$ cat config.mk
export PLATFORM = sky130hd
export DESIGN_NAME = uart_irq_status
export DESIGN_NICKNAME = d
export VERILOG_FILES = /design/src/uart_irq_pkg.sv /design/src/uart_irq_status.sv
export SDC_FILE = /design/constraint.sdc
export NUM_CORES = 1
export LEC_CHECK = 0
export ABC_AREA = 1
export BUFFER_PORTS_ARGS = -buffer_cell sky130_fd_sc_hd__buf_2
export CORE_MARGIN = 4
export CORE_UTILIZATION = 59
export DETAILED_ROUTE_END_ITERATION = 10
export PLACE_DENSITY = 0.93
export SYNTH_ARGS = -nofsm -noshare
export SYNTH_HDL_FRONTEND = slang
export SYNTH_SLANG_ARGS = --single-unit
$ cat constraint.sdc
create_clock -name CLK_SYS -period 5.1 [get_ports CLK_SYS]
set_input_delay 0 -clock CLK_SYS [delete_from_list [all_inputs] [get_ports CLK_SYS]]
set_output_delay 0 -clock CLK_SYS [all_outputs]
set_load 0.005 [all_outputs]
$ cat src/uart_irq_pkg.sv
// Constants for the channel interrupt mask and status block.
// Assumes one channel clock and an eight-bit host register port.
`default_nettype none
package uart_irq_pkg;
    // ------------------------------------------------------------
    // Register addresses
    // ------------------------------------------------------------
    localparam logic [2:0] ADDR_RHR    = 3'h0;
    localparam logic [2:0] ADDR_MASK   = 3'h1;
    localparam logic [2:0] ADDR_SRC    = 3'h2;
    localparam logic [2:0] ADDR_LSR    = 3'h5;
    localparam logic [2:0] ADDR_RES2   = 3'h5;
    localparam logic [2:0] ADDR_PAUSE1 = 3'h6;
    localparam logic [2:0] ADDR_PAUSE2 = 3'h7;
    localparam logic [7:0] LCR_ENH_KEY = 8'hbf;
    localparam int         LCR_DLAB    = 7;
    localparam int         EFR_ENH     = 4;
    localparam int         EFR_AUTORTS = 6;
    // ------------------------------------------------------------
    // Mask bits, reset values
    // ------------------------------------------------------------
    localparam int MSK_RX    = 0;
    localparam int MSK_TX    = 1;
    localparam int MSK_LS    = 2;
    localparam int MSK_MS    = 3;
    localparam int MSK_SLEEP = 4;
    localparam int MSK_PAUSE = 5;
    localparam int MSK_RTS   = 6;
    localparam logic [7:0] MASK_RESET = 8'h00;
    localparam logic [7:0] CHAR_RESET = 8'h00;
    localparam logic [7:0] ZERO_BYTE  = 8'h00;
    // ------------------------------------------------------------
    // Source codes, bus sampling
    // ------------------------------------------------------------
    localparam logic [5:0] SRC_NONE  = 6'h01;
    localparam logic [5:0] SRC_LS    = 6'h06;
    localparam logic [5:0] SRC_RX    = 6'h04;
    localparam logic [5:0] SRC_TX    = 6'h02;
    localparam logic [5:0] SRC_MS    = 6'h00;
    localparam logic [5:0] SRC_PAUSE = 6'h10;
    localparam logic [5:0] SRC_RTS   = 6'h20;
    localparam int          ERR_W     = 3;
    localparam int          ENT_W     = 11;
    localparam int          BUF_DEPTH = 2;
    localparam logic [14:0] SYNC_IDLE = 15'h7fff;
endpackage
`default_nettype wire

$ cat src/uart_irq_status.sv
// Interrupt mask, source and line status logic of one channel.
// Assumes FIFO levels and channel events arrive on CLK_SYS; the
// host strobes and address are asynchronous pins.
//
// Functional notes
// - Receive interrupt at trigger, withdrawn below it
// - Source code and interrupt clear together
// - Data ready sets on push, clears when empty
// - Overrun flag marks FIFO data suspect
// - Error bits follow held character only
// - Holding empty and all transmit empty bits
// - Global error while any stored char errored
// - Receive interrupt per FIFO or single mode
// - Transmit ready interrupt per mode
// - Enabling with empty holding interrupts at once
// - Line status interrupt on overrun or any held error bit, not global error
// - Overrun now, others at holding position
// - Modem mask gates modem change interrupt
// - Sleep permit only with enhanced mode
// - Pause character interrupt with enhanced mode
// - Interrupt on request-to-send rising
// - All mask bits reset to zero
// - Enabled sources reported through source register
// - Upper mask bits hidden without enhanced mode
`timescale 1ns/100ps
`default_nettype none
module uart_irq_status (
    input  wire logic       CLK_SYS,
    input  wire logic       RST,
    input  wire logic [2:0] BUS_ADDR,
    input  wire logic       BUS_CS_N,
    input  wire logic       BUS_RD_N,
    input  wire logic       BUS_WR_N,
    input  wire logic [7:0] BUS_DATA_IN,
    output logic      [7:0] BUS_DATA_OUT,
    output logic            BUS_DATA_OE_N,
    input  wire logic       FIFO_SUMMARY_SELECT_N,
    input  wire logic [7:0] LINE_CTRL,
    input  wire logic [7:0] ENH_FEATURE,
    input  wire logic       FIFO_ENABLE,
    input  wire logic [6:0] RX_LEVEL,
    input  wire logic [6:0] RX_TRIGGER,
    input  wire logic       RX_FIFO_ERR,
    input  wire logic [7:0] RX_CHAR,
    input  wire logic [2:0] RX_CHAR_ERR,
    input  wire logic       RX_CHAR_VALID,
    output logic            RX_CHAR_READY,
    input  wire logic       RX_OVERRUN,
    input  wire logic [6:0] TX_LEVEL,
    input  wire logic [6:0] TX_TRIGGER,
    input  wire logic       TX_SHIFT_EMPTY,
    input  wire logic       MODEM_DELTA,
    input  wire logic       PAUSE_RCVD,
    input  wire logic       RTS_N_LEVEL,
    input  wire logic [2:0] OTHER_RX_READY_N,
    input  wire logic [2:0] OTHER_TX_READY_N,
    output logic            RX_READY_CHAN_A_N,
    output logic            TX_READY_CHAN_A_N,
    output logic            SLEEP_PERMIT,
    output logic            INT
);
    // ------------------------------------------------------------
    // Pin synchronisers
    // ------------------------------------------------------------
    logic [14:0] sync_a, sync_b, sync_c;
    // Whole bus vector sampled twice; only sync_b onward is decoded
    always_ff @(posedge CLK_SYS or posedge RST)
    begin
        if (RST)
        begin
            sync_a <= uart_irq_pkg::SYNC_IDLE;
            sync_b <= uart_irq_pkg::SYNC_IDLE;
            sync_c <= uart_irq_pkg::SYNC_IDLE;
        end
        else
        begin
            sync_a <= {BUS_CS_N, BUS_RD_N, BUS_WR_N,
                       FIFO_SUMMARY_SELECT_N, BUS_ADDR, BUS_DATA_IN};
            sync_b <= sync_a;
            sync_c <= sync_b;
        end
    end

    logic       cs_n, rd_n, wr_n, sel_n;
    logic [2:0] addr;
    logic [7:0] wdat;
    logic       rd_start, wr_start, reg_rd;
    // Strobe edges; data is taken at the write's leading edge
    assign {cs_n, rd_n, wr_n, sel_n, addr, wdat} = sync_b;
    assign rd_start = !rd_n && sync_c[13] && (!cs_n || !sel_n);
    assign wr_start = !wr_n && sync_c[12] && !cs_n;
    assign reg_rd   = rd_start && sel_n;
    // Ordinary bank: divisor latch off
    function automatic logic is_std(input logic [2:0] a, input logic [2:0] t,
                                    input logic [7:0] lcr);
        is_std = (a == t) && !lcr[uart_irq_pkg::LCR_DLAB];
    endfunction
    // Flow character bank: key value in line control
    function automatic logic is_chr(input logic [2:0] a, input logic [2:0] t,
                                    input logic [7:0] lcr);
        is_chr = (a == t) && (lcr == uart_irq_pkg::LCR_ENH_KEY);
    endfunction
    logic efr_on;
    assign efr_on = ENH_FEATURE[uart_irq_pkg::EFR_ENH];
    // ------------------------------------------------------------
    // Mask and flow character registers
    // ------------------------------------------------------------
    logic [7:0] mask, resume2, pause1, pause2;
    // Upper half is locked while enhanced mode is off
    always_ff @(posedge CLK_SYS or posedge RST)
    begin
        if (RST)
            mask <= uart_irq_pkg::MASK_RESET;
        else if (wr_start && is_std(addr, uart_irq_pkg::ADDR_MASK, LINE_CTRL))
            mask <= efr_on ? wdat : {mask[7:4], wdat[3:0]};
    end
    // Flow control characters, stored for the flow logic
    always_ff @(posedge CLK_SYS or posedge RST)
    begin
        if (RST)
        begin
            resume2 <= uart_irq_pkg::CHAR_RESET;
            pause1  <= uart_irq_pkg::CHAR_RESET;
            pause2  <= uart_irq_pkg::CHAR_RESET;
        end
        else if (wr_start)
        begin
            if (is_chr(addr, uart_irq_pkg::ADDR_RES2, LINE_CTRL))
                resume2 <= wdat;
            if (is_chr(addr, uart_irq_pkg::ADDR_PAUSE1, LINE_CTRL))
                pause1 <= wdat;
            if (is_chr(addr, uart_irq_pkg::ADDR_PAUSE2, LINE_CTRL))
                pause2 <= wdat;
        end
    end
    // ------------------------------------------------------------
    // Two-entry holding buffer
    // ------------------------------------------------------------
    logic [uart_irq_pkg::ENT_W-1:0] buf_ent [uart_irq_pkg::BUF_DEPTH];
    logic [1:0] count;
    logic       push, pop, wr_idx;
    assign RX_CHAR_READY = (count != 2'h2); // Stalls the FIFO when full
    assign push   = RX_CHAR_VALID && RX_CHAR_READY;
    assign pop    = reg_rd && (count != 2'h0)
                    && is_std(addr, uart_irq_pkg::ADDR_RHR, LINE_CTRL);
    assign wr_idx = pop ? count[1] : count[0];
    // Entry 0 is the holding position; a pop shifts entry 1 down
    genvar gi;
    generate
        for (gi = 0; gi < uart_irq_pkg::BUF_DEPTH; gi++)
        begin : g_ent
            always_ff @(posedge CLK_SYS or posedge RST)
            begin
                if (RST)
                    buf_ent[gi] <= '0;
                else if (push && (wr_idx == 1'(gi)))
                    buf_ent[gi] <= {RX_CHAR_ERR, RX_CHAR};
                else if (pop && (gi < uart_irq_pkg::BUF_DEPTH - 1))
                    buf_ent[gi] <= buf_ent[(gi + 1) % uart_irq_pkg::BUF_DEPTH];
            end
        end
    endgenerate
    // Occupancy
    always_ff @(posedge CLK_SYS or posedge RST)
    begin
        if (RST)
            count <= 2'h0;
        else
            count <= count + {1'b0, push} - {1'b0, pop};
    end
    // ------------------------------------------------------------
    // Sticky event flags
    // ------------------------------------------------------------
    logic overrun, pause_flag, rts_flag, rts_prev;
    logic lsr_rd, src_rd;
    assign lsr_rd = reg_rd && is_std(addr, uart_irq_pkg::ADDR_LSR, LINE_CTRL);
    assign src_rd = reg_rd && is_std(addr, uart_irq_pkg::ADDR_SRC, LINE_CTRL);
    // A new event in the clearing read's cycle wins
    always_ff @(posedge CLK_SYS or posedge RST)
    begin
        if (RST)
            overrun <= 1'b0;
        else if (RX_OVERRUN)
            overrun <= 1'b1;
        else if (lsr_rd)
            overrun <= 1'b0;
    end
    // Pause character seen
    always_ff @(posedge CLK_SYS or posedge RST)
    begin
        if (RST)
            pause_flag <= 1'b0;
        else if (PAUSE_RCVD)
            pause_flag <= 1'b1;
        else if (src_rd)
            pause_flag <= 1'b0;
    end
    // Request-to-send low to high, only under automatic control
    always_ff @(posedge CLK_SYS or posedge RST)
    begin
        if (RST)
        begin
            rts_prev <= 1'b1; // Pin idles high, so no false rise after reset
            rts_flag <= 1'b0;
        end
        else
        begin
            rts_prev <= RTS_N_LEVEL;
            if (RTS_N_LEVEL && !rts_prev && ENH_FEATURE[uart_irq_pkg::EFR_AUTORTS])
                rts_flag <= 1'b1;
            else if (src_rd)
                rts_flag <= 1'b0;
        end
    end
    // ------------------------------------------------------------
    // Line status and conditions
    // ------------------------------------------------------------
    logic [2:0] head_err;
    logic [7:0] line_status_reg, rx_fill;
    logic       trig_hit, thr_empty, rx_cond, tx_cond, ls_cond, held_err;
    // Error bits belong to the holding position only; global error sees both entries
    assign head_err  = (count != 2'h0) ? buf_ent[0][10:8] : 3'h0;
    assign held_err  = ((count != 2'h0) && (buf_ent[0][10:8] != 3'h0))
                       || ((count == 2'h2) && (buf_ent[1][10:8] != 3'h0));
    assign thr_empty = (TX_LEVEL == 7'h00);
    assign rx_fill   = {1'b0, RX_LEVEL} + {6'h00, count};
    assign trig_hit  = rx_fill >= {1'b0, RX_TRIGGER};
    assign line_status_reg[0]    = (count != 2'h0) || (RX_LEVEL != 7'h00);
    assign line_status_reg[1]    = overrun;
    assign line_status_reg[4:2]  = head_err;
    assign line_status_reg[5]    = thr_empty;
    assign line_status_reg[6]    = thr_empty && TX_SHIFT_EMPTY;
    assign line_status_reg[7]    = RX_FIFO_ERR || held_err;
    // Per-mode raw conditions; level based, so enabling the mask
    // over an already empty holding register interrupts at once
    assign rx_cond = FIFO_ENABLE ? trig_hit : line_status_reg[0];
    assign tx_cond = FIFO_ENABLE ? (TX_LEVEL < TX_TRIGGER) : thr_empty;
    assign ls_cond = overrun || (head_err != 3'h0);
    // ------------------------------------------------------------
    // Source priority
    // ------------------------------------------------------------
    logic [5:0] src_code;
    logic       any_pend;
    // Highest first: line, receive, transmit, modem, pause, rts
    always_comb
    begin
        any_pend = 1'b1;
        if (mask[uart_irq_pkg::MSK_LS] && ls_cond)
            src_code = uart_irq_pkg::SRC_LS;
        else if (mask[uart_irq_pkg::MSK_RX] && rx_cond)
            src_code = uart_irq_pkg::SRC_RX;
        else if (mask[uart_irq_pkg::MSK_TX] && tx_cond)
            src_code = uart_irq_pkg::SRC_TX;
        else if (mask[uart_irq_pkg::MSK_MS] && MODEM_DELTA)
            src_code = uart_irq_pkg::SRC_MS;
        else if (efr_on && mask[uart_irq_pkg::MSK_PAUSE] && pause_flag)
            src_code = uart_irq_pkg::SRC_PAUSE;
        else if (efr_on && mask[uart_irq_pkg::MSK_RTS] && rts_flag)
            src_code = uart_irq_pkg::SRC_RTS;
        else
        begin
            src_code = uart_irq_pkg::SRC_NONE;
            any_pend = 1'b0;
        end
    end
    // ------------------------------------------------------------
    // Read data and registered outputs
    // ------------------------------------------------------------
    logic [7:0] next_rdata, mask_view;
    assign mask_view = efr_on ? mask : {4'h0, mask[3:0]};
    // Summary read ignores address and bank entirely
    always_comb
    begin
        next_rdata = uart_irq_pkg::ZERO_BYTE;
        if (!sel_n)
            next_rdata = {OTHER_RX_READY_N, !rx_cond,
                          OTHER_TX_READY_N, !tx_cond};
        else if (is_chr(addr, uart_irq_pkg::ADDR_RES2, LINE_CTRL))
            next_rdata = resume2;
        else if (is_chr(addr, uart_irq_pkg::ADDR_PAUSE1, LINE_CTRL))
            next_rdata = pause1;
        else if (is_chr(addr, uart_irq_pkg::ADDR_PAUSE2, LINE_CTRL))
            next_rdata = pause2;
        else if (is_std(addr, uart_irq_pkg::ADDR_RHR, LINE_CTRL))
            next_rdata = buf_ent[0][7:0];
        else if (is_std(addr, uart_irq_pkg::ADDR_MASK, LINE_CTRL))
            next_rdata = mask_view;
        else if (is_std(addr, uart_irq_pkg::ADDR_SRC, LINE_CTRL))
            next_rdata = {FIFO_ENABLE, FIFO_ENABLE, src_code};
        else if (is_std(addr, uart_irq_pkg::ADDR_LSR, LINE_CTRL))
            next_rdata = line_status_reg;
    end
    // Data captured at the read's leading edge, held to its end
    always_ff @(posedge CLK_SYS or posedge RST)
    begin
        if (RST)
        begin
            BUS_DATA_OUT  <= uart_irq_pkg::ZERO_BYTE;
            BUS_DATA_OE_N <= 1'b1;
        end
        else
        begin
            if (rd_start)
                BUS_DATA_OUT <= next_rdata;
            BUS_DATA_OE_N <= !(!rd_n && (!cs_n || !sel_n));
        end
    end
    // Interrupt, sleep permit and channel ready pins
    always_ff @(posedge CLK_SYS or posedge RST)
    begin
        if (RST)
        begin
            INT               <= 1'b0;
            SLEEP_PERMIT      <= 1'b0;
            RX_READY_CHAN_A_N <= 1'b1;
            TX_READY_CHAN_A_N <= 1'b1;
        end
        else
        begin
            INT               <= any_pend;
            SLEEP_PERMIT      <= efr_on && mask[uart_irq_pkg::MSK_SLEEP];
            RX_READY_CHAN_A_N <= !rx_cond;
            TX_READY_CHAN_A_N <= !tx_cond;
        end
    end
endmodule // uart_irq_status
`default_nettype wire

==> impl_metrics.json, run 1 <==
{
  "regArea_um2": 2673,
  "dp.cells": 751,
  "synth_xor_area_share_pct": 1.205,
  "dr.pass1.iters": 5,
  "synth_mux_area_share_pct": 0,
  "routed_wirelength_um": 12720,
  "critical_path_class": "flop to flop",
  "grt_first_pass_wirelength_um": 20930,
  "timing.final.crit_share_pct": 56.07,
  "clock-root-buffer": "clkbuf_8",
  "rrSetupSlack_ns": 2.24,
  "maxCapViolations": 0,
  "die_width_um": 100.8,
  "critPathMaxFanout": 6,
  "gr-total-overflow": 0,
  "fin_worst_skew_ns": 0.01081,
  "drt_iter0_markers": 372,
  "syn2layout_area_growth_pct": 22.73,
  "grtUsageTotal_pct": 26.20,
  "clk_pin_slew_ns": 0.11,
  "status": "complete, no violations",
  "wl_per_cell_um": 15.77,
  "nets": 801,
  "stdcell_count": 807,
  "grt_max_degree": 87,
  "vias": 4513,
  "cts_setup_buffers": 0,
  "synth-edff-count": 0,
  "die_y_um": 100.8,
  "finalHoldViolCount": 0,
  "critPathRequiredTime_ns": 5.37,
  "min_period_ns": 2.860,
  "synth_top_family_by_area": "simple AND/OR/NAND/NOR gates",
  "fin_area_um2": 6242,
  "async_flop_share_pct": 100.0,
  "coreArea_um2": 8299,
  "cts_tree": "built",
  "drv_slew": 0,
  "syn_nets": 665,
  "cts.sinks": 105,
  "antenna_found_initial": 0,
  "die-area_um2": 10170,
  "numCtsBuffers": 9,
  "htreeDepth": 3,
  "ys_seq_area_share_pct": 52.55,
  "dpl.hpwl_um": 8974,
  "syn_area_um2": 5086,
  "multiInputGateArea_um2": 1992,
  "ios": 100,
  "yosys.area_share.simple_pct": 20.47,
  "fin_tns_setup_ns": 0,
  "nFillCells": 560,
  "netlist_top_cells_area": "dfrtp_1, dfstp_2, nand2_1",
  "yosysTopAreaCellShare_pct": 33.95,
  "worst_pin_slew_ns": 1.017,
  "clk_path_buf_depth": 2,
  "endpoint_kind": "flop",
  "yosysWarnings": 0,
  "gp_congestion": 0.8860,
  "drc": 0,
  "drive_gt1_share_pct": 26.35,
  "synth_ff_type": "dfrtp_1",
  "fmax_mhz": 349.7,
  "fin_ws_ns": 2.240,
  "viasPerCell": 5.592,
  "ir_drop_uv": 220.7,
  "dp_slack_ns": 2.294,
  "synth-seq-cells": 105,
  "dpl_cell_area_um2": 5624,
  "start_util_pct": 61.28,
  "crit_path_start_kind": "flop",
  "synth_top_area_cell": "dfrtp_1",
  "max_slew_margin_pct": 32.21,
  "insertion_delay_ns": 0.37,
  "syn_avg_cell_area_um2": 9.066,
  "grt_pass1_vias": 4456,
  "p_leak_uw": 0.003072,
  "cp.arrival_ns": 3.13,
  "grt_setup_unrepaired": "false",
  "p_per_area_nw_per_um2": 341.6,
  "synth_fa_ha_area_share_pct": 4.576,
  "synth_compound_area_share_pct": 12.92,
  "hold_ws_ns": 0.02597,
  "antenna_cells": 0,
  "postRouteAntennaNets": 0,
  "yosysUniqueCellTypes": 44,
  "rows": 33,
  "min_path_type": "input port to flop",
  "setup_violations": 0,
  "io_buffers": 93,
  "syn-instance-count": 561
}
## layer usage
metal  global-route usage (%)  wire length (um)  up-vias
met5                        0                 0        -
met4                    8.705               322        0
met3                    4.567               951       36
met2                    44.61              6295      238
met1                    34.01              5155     2129
li1                         -                 -     2110
## worst max-delay path, cell delays in order (launching register included)
cell,delay [ns]
dfrtp_1,0.49
ha_1,0.32
nand2_1,0.06
a21boi_0,0.29
xor2_1,0.20
ha_1,0.27
a21oi_1,0.15
nand2_1,0.07
nand2_1,0.05
nand2_1,0.05
nand2_1,0.06
nand2_1,0.07
nand3_2,0.13
a21oi_1,0.08
o21ai_0,0.21
nand3_1,0.12
nand2_1,0.08
a21oi_1,0.06
## cells in the mapped netlist, types with 4 or more instances
| cell type | n |
|---|---|
| nand2_1 | 112 |
| inv_1 | 86 |
| dfrtp_1 | 69 |
| dfstp_2 | 36 |
| o21ai_0 | 34 |
| nand3_1 | 33 |
| a21oi_1 | 26 |
| nor2_1 | 25 |
| o21ai_1 | 22 |
| ha_1 | 17 |
| nand4_1 | 9 |
| inv_2 | 8 |
| nor3_1 | 7 |
| nor2_2 | 6 |
| nand2_2 | 5 |
| nor4_1 | 5 |
| o211ai_1 | 5 |
| o221ai_2 | 5 |
| xor2_1 | 5 |
| buf_2 | 4 |
| nor2_4 | 4 |
## state kept, by name (all words and copies together) (netlist names), 2 cells and up
register	flops
mask	8
BUS_DATA_OUT	8
count	2
buf_ent	22
resume2	8
sync_c	2
pause2	8
sync_a	15
sync_b	15
pause1	8
## through the flow
stage | total power (uW) | util [%]
5_1_grt | 2254 | 75.21
3_5_place_dp | 1554 | 67.77
6_report | 2132 | 75.21
3_3_place_gp | 1511 | 67.77
4_1_cts | 2123 | 75.21
2_1_floorplan | 1404 | -
## kinds of logic (layout without fill, tap and decap cells)
logic type               after synthesis  after routing
AND/OR/NAND/NOR                      219            219
AO/OA/AOI/OAI                        109            109
flip-flops                           105            105
buffers and inverters                103            244
adder cells (fa/ha/maj)               18             18
XOR/XNOR                               7              7
## worst paths after layout
path	start	end	cells after the start
setup / recovery	count[1]	BUS_DATA_OUT[2]	17
hold / removal	FIFO_ENABLE	RX_READY_CHAN_A_N	4
setup reg to reg	count[1]	BUS_DATA_OUT[2]	17
hold reg to reg	sync_a[7]	sync_b[7]	0
max in group asynchronous	RST	BUS_DATA_OUT[5]	4
min in group asynchronous	RST	buf_ent[2]	3
## where the power goes
group          switching, uW  internal, uW
logic                    308           214
clock network            312           242
registers               83.5           973
## cell type report
type / count / share of cell area (%)
sequential: 105 / 42.81
tap: 105 / 2.105
clock inverter: 7 / 1.503
multi-input combinational: 353 / 31.91
inverter: 94 / 5.693
timing repair buffer: 134 / 13.99
clock buffer: 9 / 1.984
## repair_timing
item | 4_1_cts | 5_1_grt
endpoints found under the hold margin | 68 | 0
endpoints found under the setup margin | 0 | 0
resized for setup | 0 | 0
hold buffers | 40 | 0
## cells in the final DEF, fill, tap and decap left out, types with 2 or more instances in the layout
cell type / instances
a211oi_1: 3
a21oi_1: 26
a21oi_2: 2
buf_2: 93
clkbuf_8: 9
dfrtp_1: 69
dfstp_2: 36
dlygate4sd3_1: 40
ha_1: 17
inv_1: 85
inv_2: 8
inv_6: 2
inv_8: 2
nand2_1: 112
nand2_2: 5
nand3_1: 33
nand3_4: 2
nand3b_1: 2
nand4_1: 9
nor2_1: 25
nor2_2: 6
nor2_4: 4
nor3_1: 7
nor3b_1: 2
nor4_1: 5
nor4_2: 2
o211ai_1: 5
o21ai_0: 34
o21ai_1: 22
o221ai_1: 2
o221ai_2: 5
o31ai_1: 2
or2_1: 2
or2_2: 2
xnor2_1: 2
xor2_1: 5
Note: power is estimated with default switching activity, not from simulation.
==> run 2, diff against run 1 <==
- CORE_UTILIZATION: 59 -> 55
- PLACE_DENSITY: 0.93 -> 0.88
- clock period: 5.1 -> 2.7 ns (I/O delays scaled with it)
==> run 2 against run 1 <==
Net effect: design area is 1.6% higher; flip-flop and latch count did not move; combinational power rose by 100%; clock skew grew 0.0068 ns; wire length rose by 2.3%.
==> impl_metrics.json, run 2 (same netlist as run 1, synthesis figures left out) <==
{
  "status": "complete, no violations",
  "fin_worst_skew_ns": 0.01763,
  "syn2layout_area_growth_pct": 24.75,
  "drc": 0,
  "critPathMaxFanout": 6,
  "maxCapViolations": 0,
  "drive_gt1_share_pct": 28.31,
  "gp_congestion": 0.9005,
  "cp.arrival_ns": 2.93,
  "dpl_cell_area_um2": 5687,
  "die_y_um": 104.2,
  "cts_tree": "built",
  "timing.final.crit_share_pct": 98.78,
  "min_period_ns": 2.667,
  "vias": 4469,
  "p_leak_uw": 0.003101,
  "dp.cells": 760,
  "setup_violations": 0,
  "clk_pin_slew_ns": 0.11,
  "drv_slew": 0,
  "fin_ws_ns": 0.03289,
  "viasPerCell": 5.463,
  "regMostFlops": "buf_ent",
  "coreArea_um2": 8848,
  "clk_path_buf_depth": 2,
  "max_slew_margin_pct": 55.31,
  "grtUsageTotal_pct": 24.65,
  "antenna_found_initial": 0,
  "postRouteAntennaNets": 0,
  "p_per_area_nw_per_um2": 627.8,
  "start_util_pct": 57.48,
  "mostFrequentLayoutCells": "nand2_1, buf_2, inv_1",
  "die_width_um": 104.2,
  "fin_area_um2": 6345,
  "cts.sinks": 105,
  "layout_commonest_cell": "nand2_1",
  "grt_max_degree": 34,
  "grt_setup_unrepaired": "true",
  "io_buffers": 93,
  "numCtsBuffers": 9,
  "routed_wirelength_um": 13020,
  "nets": 809,
  "grt_pass1_vias": 4665,
  "insertion_delay_ns": 0.37,
  "gr-total-overflow": 0,
  "endpoint_kind": "flop",
  "grt_first_pass_wirelength_um": 21960,
  "critPathRequiredTime_ns": 2.96,
  "crit_path_start_kind": "flop",
  "fmax_mhz": 374.9,
  "rows": 34,
  "ios": 100,
  "wl_per_cell_um": 15.91,
  "ir_drop_uv": 400.8,
  "critical_path_class": "flop to flop",
  "clock-root-buffer": "clkbuf_8",
  "dr.pass1.iters": 7,
  "htreeDepth": 3,
  "largest_reg_flops": 22,
  "drt_iter0_markers": 242,
  "die-area_um2": 10850,
  "dpl.hpwl_um": 9266,
  "top_regs": "buf_ent (22), sync_a (15), sync_b (15)",
  "antenna_cells": 0,
  "worst_pin_slew_ns": 0.6703,
  "dp_slack_ns": -0.0008420,
  "min_path_type": "input port to flop",
  "finalHoldViolCount": 0,
  "stdcell_count": 818
}
[run 2: cell types whose count changed in the layout (fill, tap and decap cells not counted), moves of 2 or more]
cell,before,now
a21oi_2,2,5
a21oi_1,26,23
buf_4,1,8
nand2_1,112,110
nand2_2,5,7
[run 2: final timing paths]
kind	to	depth (start not counted)	slack (ns)	from
min in group asynchronous	buf_ent[7]	3	0.22	RST
setup / recovery	BUS_DATA_OUT[1]	19	0.03	count[0]
hold reg to reg	sync_b[8]	0	0.36	sync_a[8]
max in group asynchronous	sync_a[0]	4	1.73	RST
setup reg to reg	BUS_DATA_OUT[1]	19	0.03	count[0]
hold / removal	INT	5	0.05	MODEM_DELTA
[run 2: where the power goes]
part	internal [uW]	total, uW	leakage (uW)	switching [uW]
clock	359	942	0.0000922	583
combinational	451	1060	0.00174	606
sequential	1840	1990	0.00126	147
total	2650	3980	0.00310	1340
[run 2: metal layers]
metal | routed length [um] | track usage (%)
met1 | 5509 | 31.27
met2 | 6393 | 41.23
met4 | 360 | 9.307
met5 | 0 | 0
met3 | 755 | 5.649
[run 2: timing repair]
item                       4_1_cts  5_1_grt
pin swaps                        0        4
hold endpoints to repair        58        0
setup buffers                    0        2
setup endpoints to repair        1        5
hold buffers                    40        0
gates resized for setup          1       13
[run 2: cell type report]
| cell class | count | area, um2 |
|---|---|---|
| flip-flops and latches | 105 | 2673 |
| fillers | 646 | 2504 |
| multi-input cells | 353 | 2046 |
| repair buffers | 142 | 945.9 |
| inverters | 94 | 356.6 |
| well taps | 108 | 135.1 |
| clock buffers | 10 | 127.6 |
| clock inverters | 6 | 61.31 |
[run 2: stage by stage]
step	hold WS [ns]	util (%)	TNS, ns	total power (uW)
4_1_cts	0.02946	70.93	0	3940
3_5_place_dp	0.07327	64.27	-0.0008420	2966
3_3_place_gp	0.06921	64.27	0	2896
2_1_floorplan	0.004478	-	0	2653
5_1_grt	0.07844	71.71	-0.4830	4235
6_report	0.04912	71.71	0	3984
[run 2: critical path: stages (launching register included)]
cell and delay [ns]:
dfrtp_1 0.43, ha_4 0.18, fa_2 0.41, xor2_1 0.19
ha_1 0.28, nand2_1 0.04, inv_1 0.04, nand2_1 0.04
nand2_1 0.05, nand2_1 0.06, nand2_1 0.07, nand2_1 0.07
nand2_2 0.10, nand3_4 0.10, nand2_2 0.09, nand2_1 0.06
a21oi_2 0.12, nand4_1 0.10, nand2_1 0.08, a21oi_1 0.06
==> run 3, diff against run 2 <==
--- a/config.mk
+++ b/config.mk
@@ -7,8 +7,7 @@
 export LEC_CHECK = 0
-export ABC_AREA = 1
 export BUFFER_PORTS_ARGS = -buffer_cell sky130_fd_sc_hd__buf_2
 export CORE_MARGIN = 4
-export CORE_UTILIZATION = 55
+export CORE_UTILIZATION = 59
 export DETAILED_ROUTE_END_ITERATION = 10
-export PLACE_DENSITY = 0.88
+export PLACE_DENSITY = 0.93
 export SYNTH_ARGS = -nofsm -noshare
==> constraint.sdc (replaced) <==
create_clock -name CLK_SYS -period 3.28 [get_ports CLK_SYS]
set_input_delay 0.328 -clock CLK_SYS [delete_from_list [all_inputs] [get_ports CLK_SYS]]
set_output_delay 0.328 -clock CLK_SYS [all_outputs]
set_load 0.005 [all_outputs]
==> run 3 against run 2 <==
Net effect: global-route usage rose by 0.11 points; design area fell by 7.9%; critical path depth fell by 10.
==> impl_metrics.json, run 3 <==
{
  "status": "complete, no violations",
  "syn_area_um2": 5067,
  "clockPowerShare_pct": 23.3,
  "regMostFlops": "buf_ent",
  "cp-startpoint": "count[0]",
  "cts_setup_buffers": 0,
  "internal_power_uw": 2167,
  "clk_pin_slew_ns": 0.10,
  "yosysTopAreaCellShare_pct": 34.07,
  "ios": 100,
  "p_sw_uw": 966.4,
  "postRouteAntennaNets": 0,
  "grt_setup_unrepaired": "false",
  "cts.sinks": 105,
  "antenna_found_initial": 0,
  "stdcell_count": 651,
  "synth_ff_type": "dfrtp_1",
  "grt_max_degree": 57,
  "nets": 645,
  "yosysUniqueCellTypes": 63,
  "fin_util_pct": 70.41,
  "fin_worst_skew_ns": 0.01240,
  "grt_first_pass_wirelength_um": 19440,
  "drc": 0,
  "htreeDepth": 3,
  "dpl.hpwl_um": 9254,
  "fin_area_um2": 5843,
  "cts-hold-fix-buffers": 0,
  "grtUsageTotal_pct": 24.76,
  "critical_path_class": "flop to flop",
  "min_path_type": "input port to flop",
  "dr.pass1.iters": 6,
  "syn-instance-count": 444,
  "min_period_ns": 3.057,
  "gp_congestion": 0.8994,
  "netlist_top_cells_area": "dfrtp_1, dfstp_2, mux2_2",
  "largest_reg_flops": 22,
  "finalHoldViolCount": 0,
  "p_leak_uw": 0.002836,
  "drive_gt1_share_pct": 37.91,
  "io_buffers": 93,
  "die_y_um": 100.7,
  "synth-edff-count": 0,
  "ir_drop_uv": 460.5,
  "maxCapViolations": 0,
  "nFillCells": 604,
  "cts_resized": 0,
  "swShare_pct": 30.84,
  "min_from": "BUS_RD_N",
  "vias": 3973,
  "syn2layout_area_growth_pct": 15.31,
  "async_flop_share_pct": 100.0,
  "dp.cells": 635,
  "p_seq_share_pct": 53.5,
  "timing.final.crit_share_pct": 93.20,
  "rrSetupSlack_ns": 0.22,
  "die_width_um": 100.7,
  "worst_pin_slew_ns": 0.6837,
  "rows": 33,
  "mostFrequentLayoutCells": "buf_2, dfrtp_1, mux2_2",
  "endpoint_kind": "flop",
  "synth.most_common_cell": "dfrtp_1",
  "syn_nets": 548,
  "critPathRequiredTime_ns": 3.58,
  "r2r_start": "count[0]",
  "dpl_cell_area_um2": 5664,
  "gr-total-overflow": 0,
  "insertion_delay_ns": 0.37,
  "p_per_area_nw_per_um2": 536.2,
  "power_frac_comb_pct": 23.1,
  "die-area_um2": 10140,
  "numCtsBuffers": 9,
  "clk_path_buf_depth": 2,
  "top_regs": "buf_ent (22), sync_a (15), sync_b (15)",
  "layout_commonest_cell": "buf_2",
  "fin_tns_setup_ns": 0,
  "start_util_pct": 61.06,
  "fmax_mhz": 327.1,
  "viasPerCell": 6.103,
  "routed_wirelength_um": 12280,
  "cp.arrival_ns": 3.36,
  "drt_iter0_markers": 361,
  "synth_common_cells": "dfrtp_1, mux2_2, dfstp_2",
  "setup_violations": 0,
  "coreArea_um2": 8299,
  "clock-root-buffer": "clkbuf_8",
  "wl_per_cell_um": 18.86,
  "cts_tree": "built",
  "antenna_cells": 0,
  "max_slew_margin_pct": 54.42,
  "synth-seq-cells": 105,
  "yosysWarnings": 0,
  "ys_seq_area_share_pct": 52.74,
  "critPathMaxFanout": 4,
  "grt_pass1_vias": 3970,
  "crit_path_start_kind": "flop",
  "syn_avg_cell_area_um2": 11.41,
  "drv_slew": 0,
  "synth_top_area_cell": "dfrtp_1"
}
-- run 3: cell count changes after synthesis, moves of 8 or more --
cell / previous run / this run
clkbuf_1: 0 / 10
inv_1: 86 / 21
inv_2: 8 / 0
mux2_2: 0 / 47
mux2i_1: 0 / 15
nand2_1: 112 / 24
nand3_1: 33 / 7
nor2b_1: 0 / 9
o21ai_0: 34 / 16
o21ai_1: 22 / 1
-- run 3: layout make-up --
cell class                 count  area (um2)  share of cell area (%)
clock buffer                   9       123.9                   2.120
clock inverter                 7       55.05                  0.9422
inverter                      21       81.33                   1.392
multi-input combinational    302        2246                   38.44
sequential                   105        2673                   45.74
tap                          105       131.4                   2.248
timing repair buffer         102       533.0                   9.122
-- run 3: final timing paths --
path / to / cells after the start
max in group asynchronous: sync_a[1] / 3
min: sync_a[13] / 1
max: BUS_DATA_OUT[4] / 9
min in group asynchronous: mask[4] / 2
min reg2reg: sync_b[7] / 0
max reg2reg: BUS_DATA_OUT[4] / 9
-- run 3: cell families after synthesis --
kind of cell    Yosys count  synth area share [%]
xor+xnor                  7                 1.210
compound gates           90                 11.93
flops                   105                 52.74
buf+inv                  37                 2.938
fa+ha+maj                18                 4.593
mux                      62                 13.41
simple gates            125                 13.19
-- run 3: critical path, stage by stage (launching register included) --
cell and delay [ns]:
dfrtp_1 0.39, ha_1 0.21, fa_1 0.45, ha_1 0.21
or3b_2 0.44, o2111ai_1 0.12, a31oi_1 0.18, o211a_1 0.28
nor4_1 0.46, a41o_1 0.25
-- run 3: power by group through the flow --
stage	registers, uW	clock network [uW]	logic [uW]
final	1680	731	724
after global routing	1700	803	815
after CTS	1670	747	727
after detailed placement	1700	0	725
after global placement	1690	0	682
after floorplan	1650	0	498
-- run 3: routing by layer --
layer | global-route usage [%] | wire, um | share of wire [%]
met2 | 41.87 | 6043 | 49
met3 | 4.844 | 999 | 8.1
met5 | 0 | 0 | 0
met1 | 31.41 | 4885 | 40
met4 | 9.637 | 348 | 2.8
-- run 3: stage by stage --
stage	worst slack, ns	hold WS (ns)	total power, uW
global route	0.07035	0.01923	3319
detailed placement	0.1644	0.3472	2423
global placement	0.2727	0.3455	2368
floorplan	0.2510	0.3325	2145
finish	0.2230	0.04758	3133
CTS	0.2188	0.03147	3150
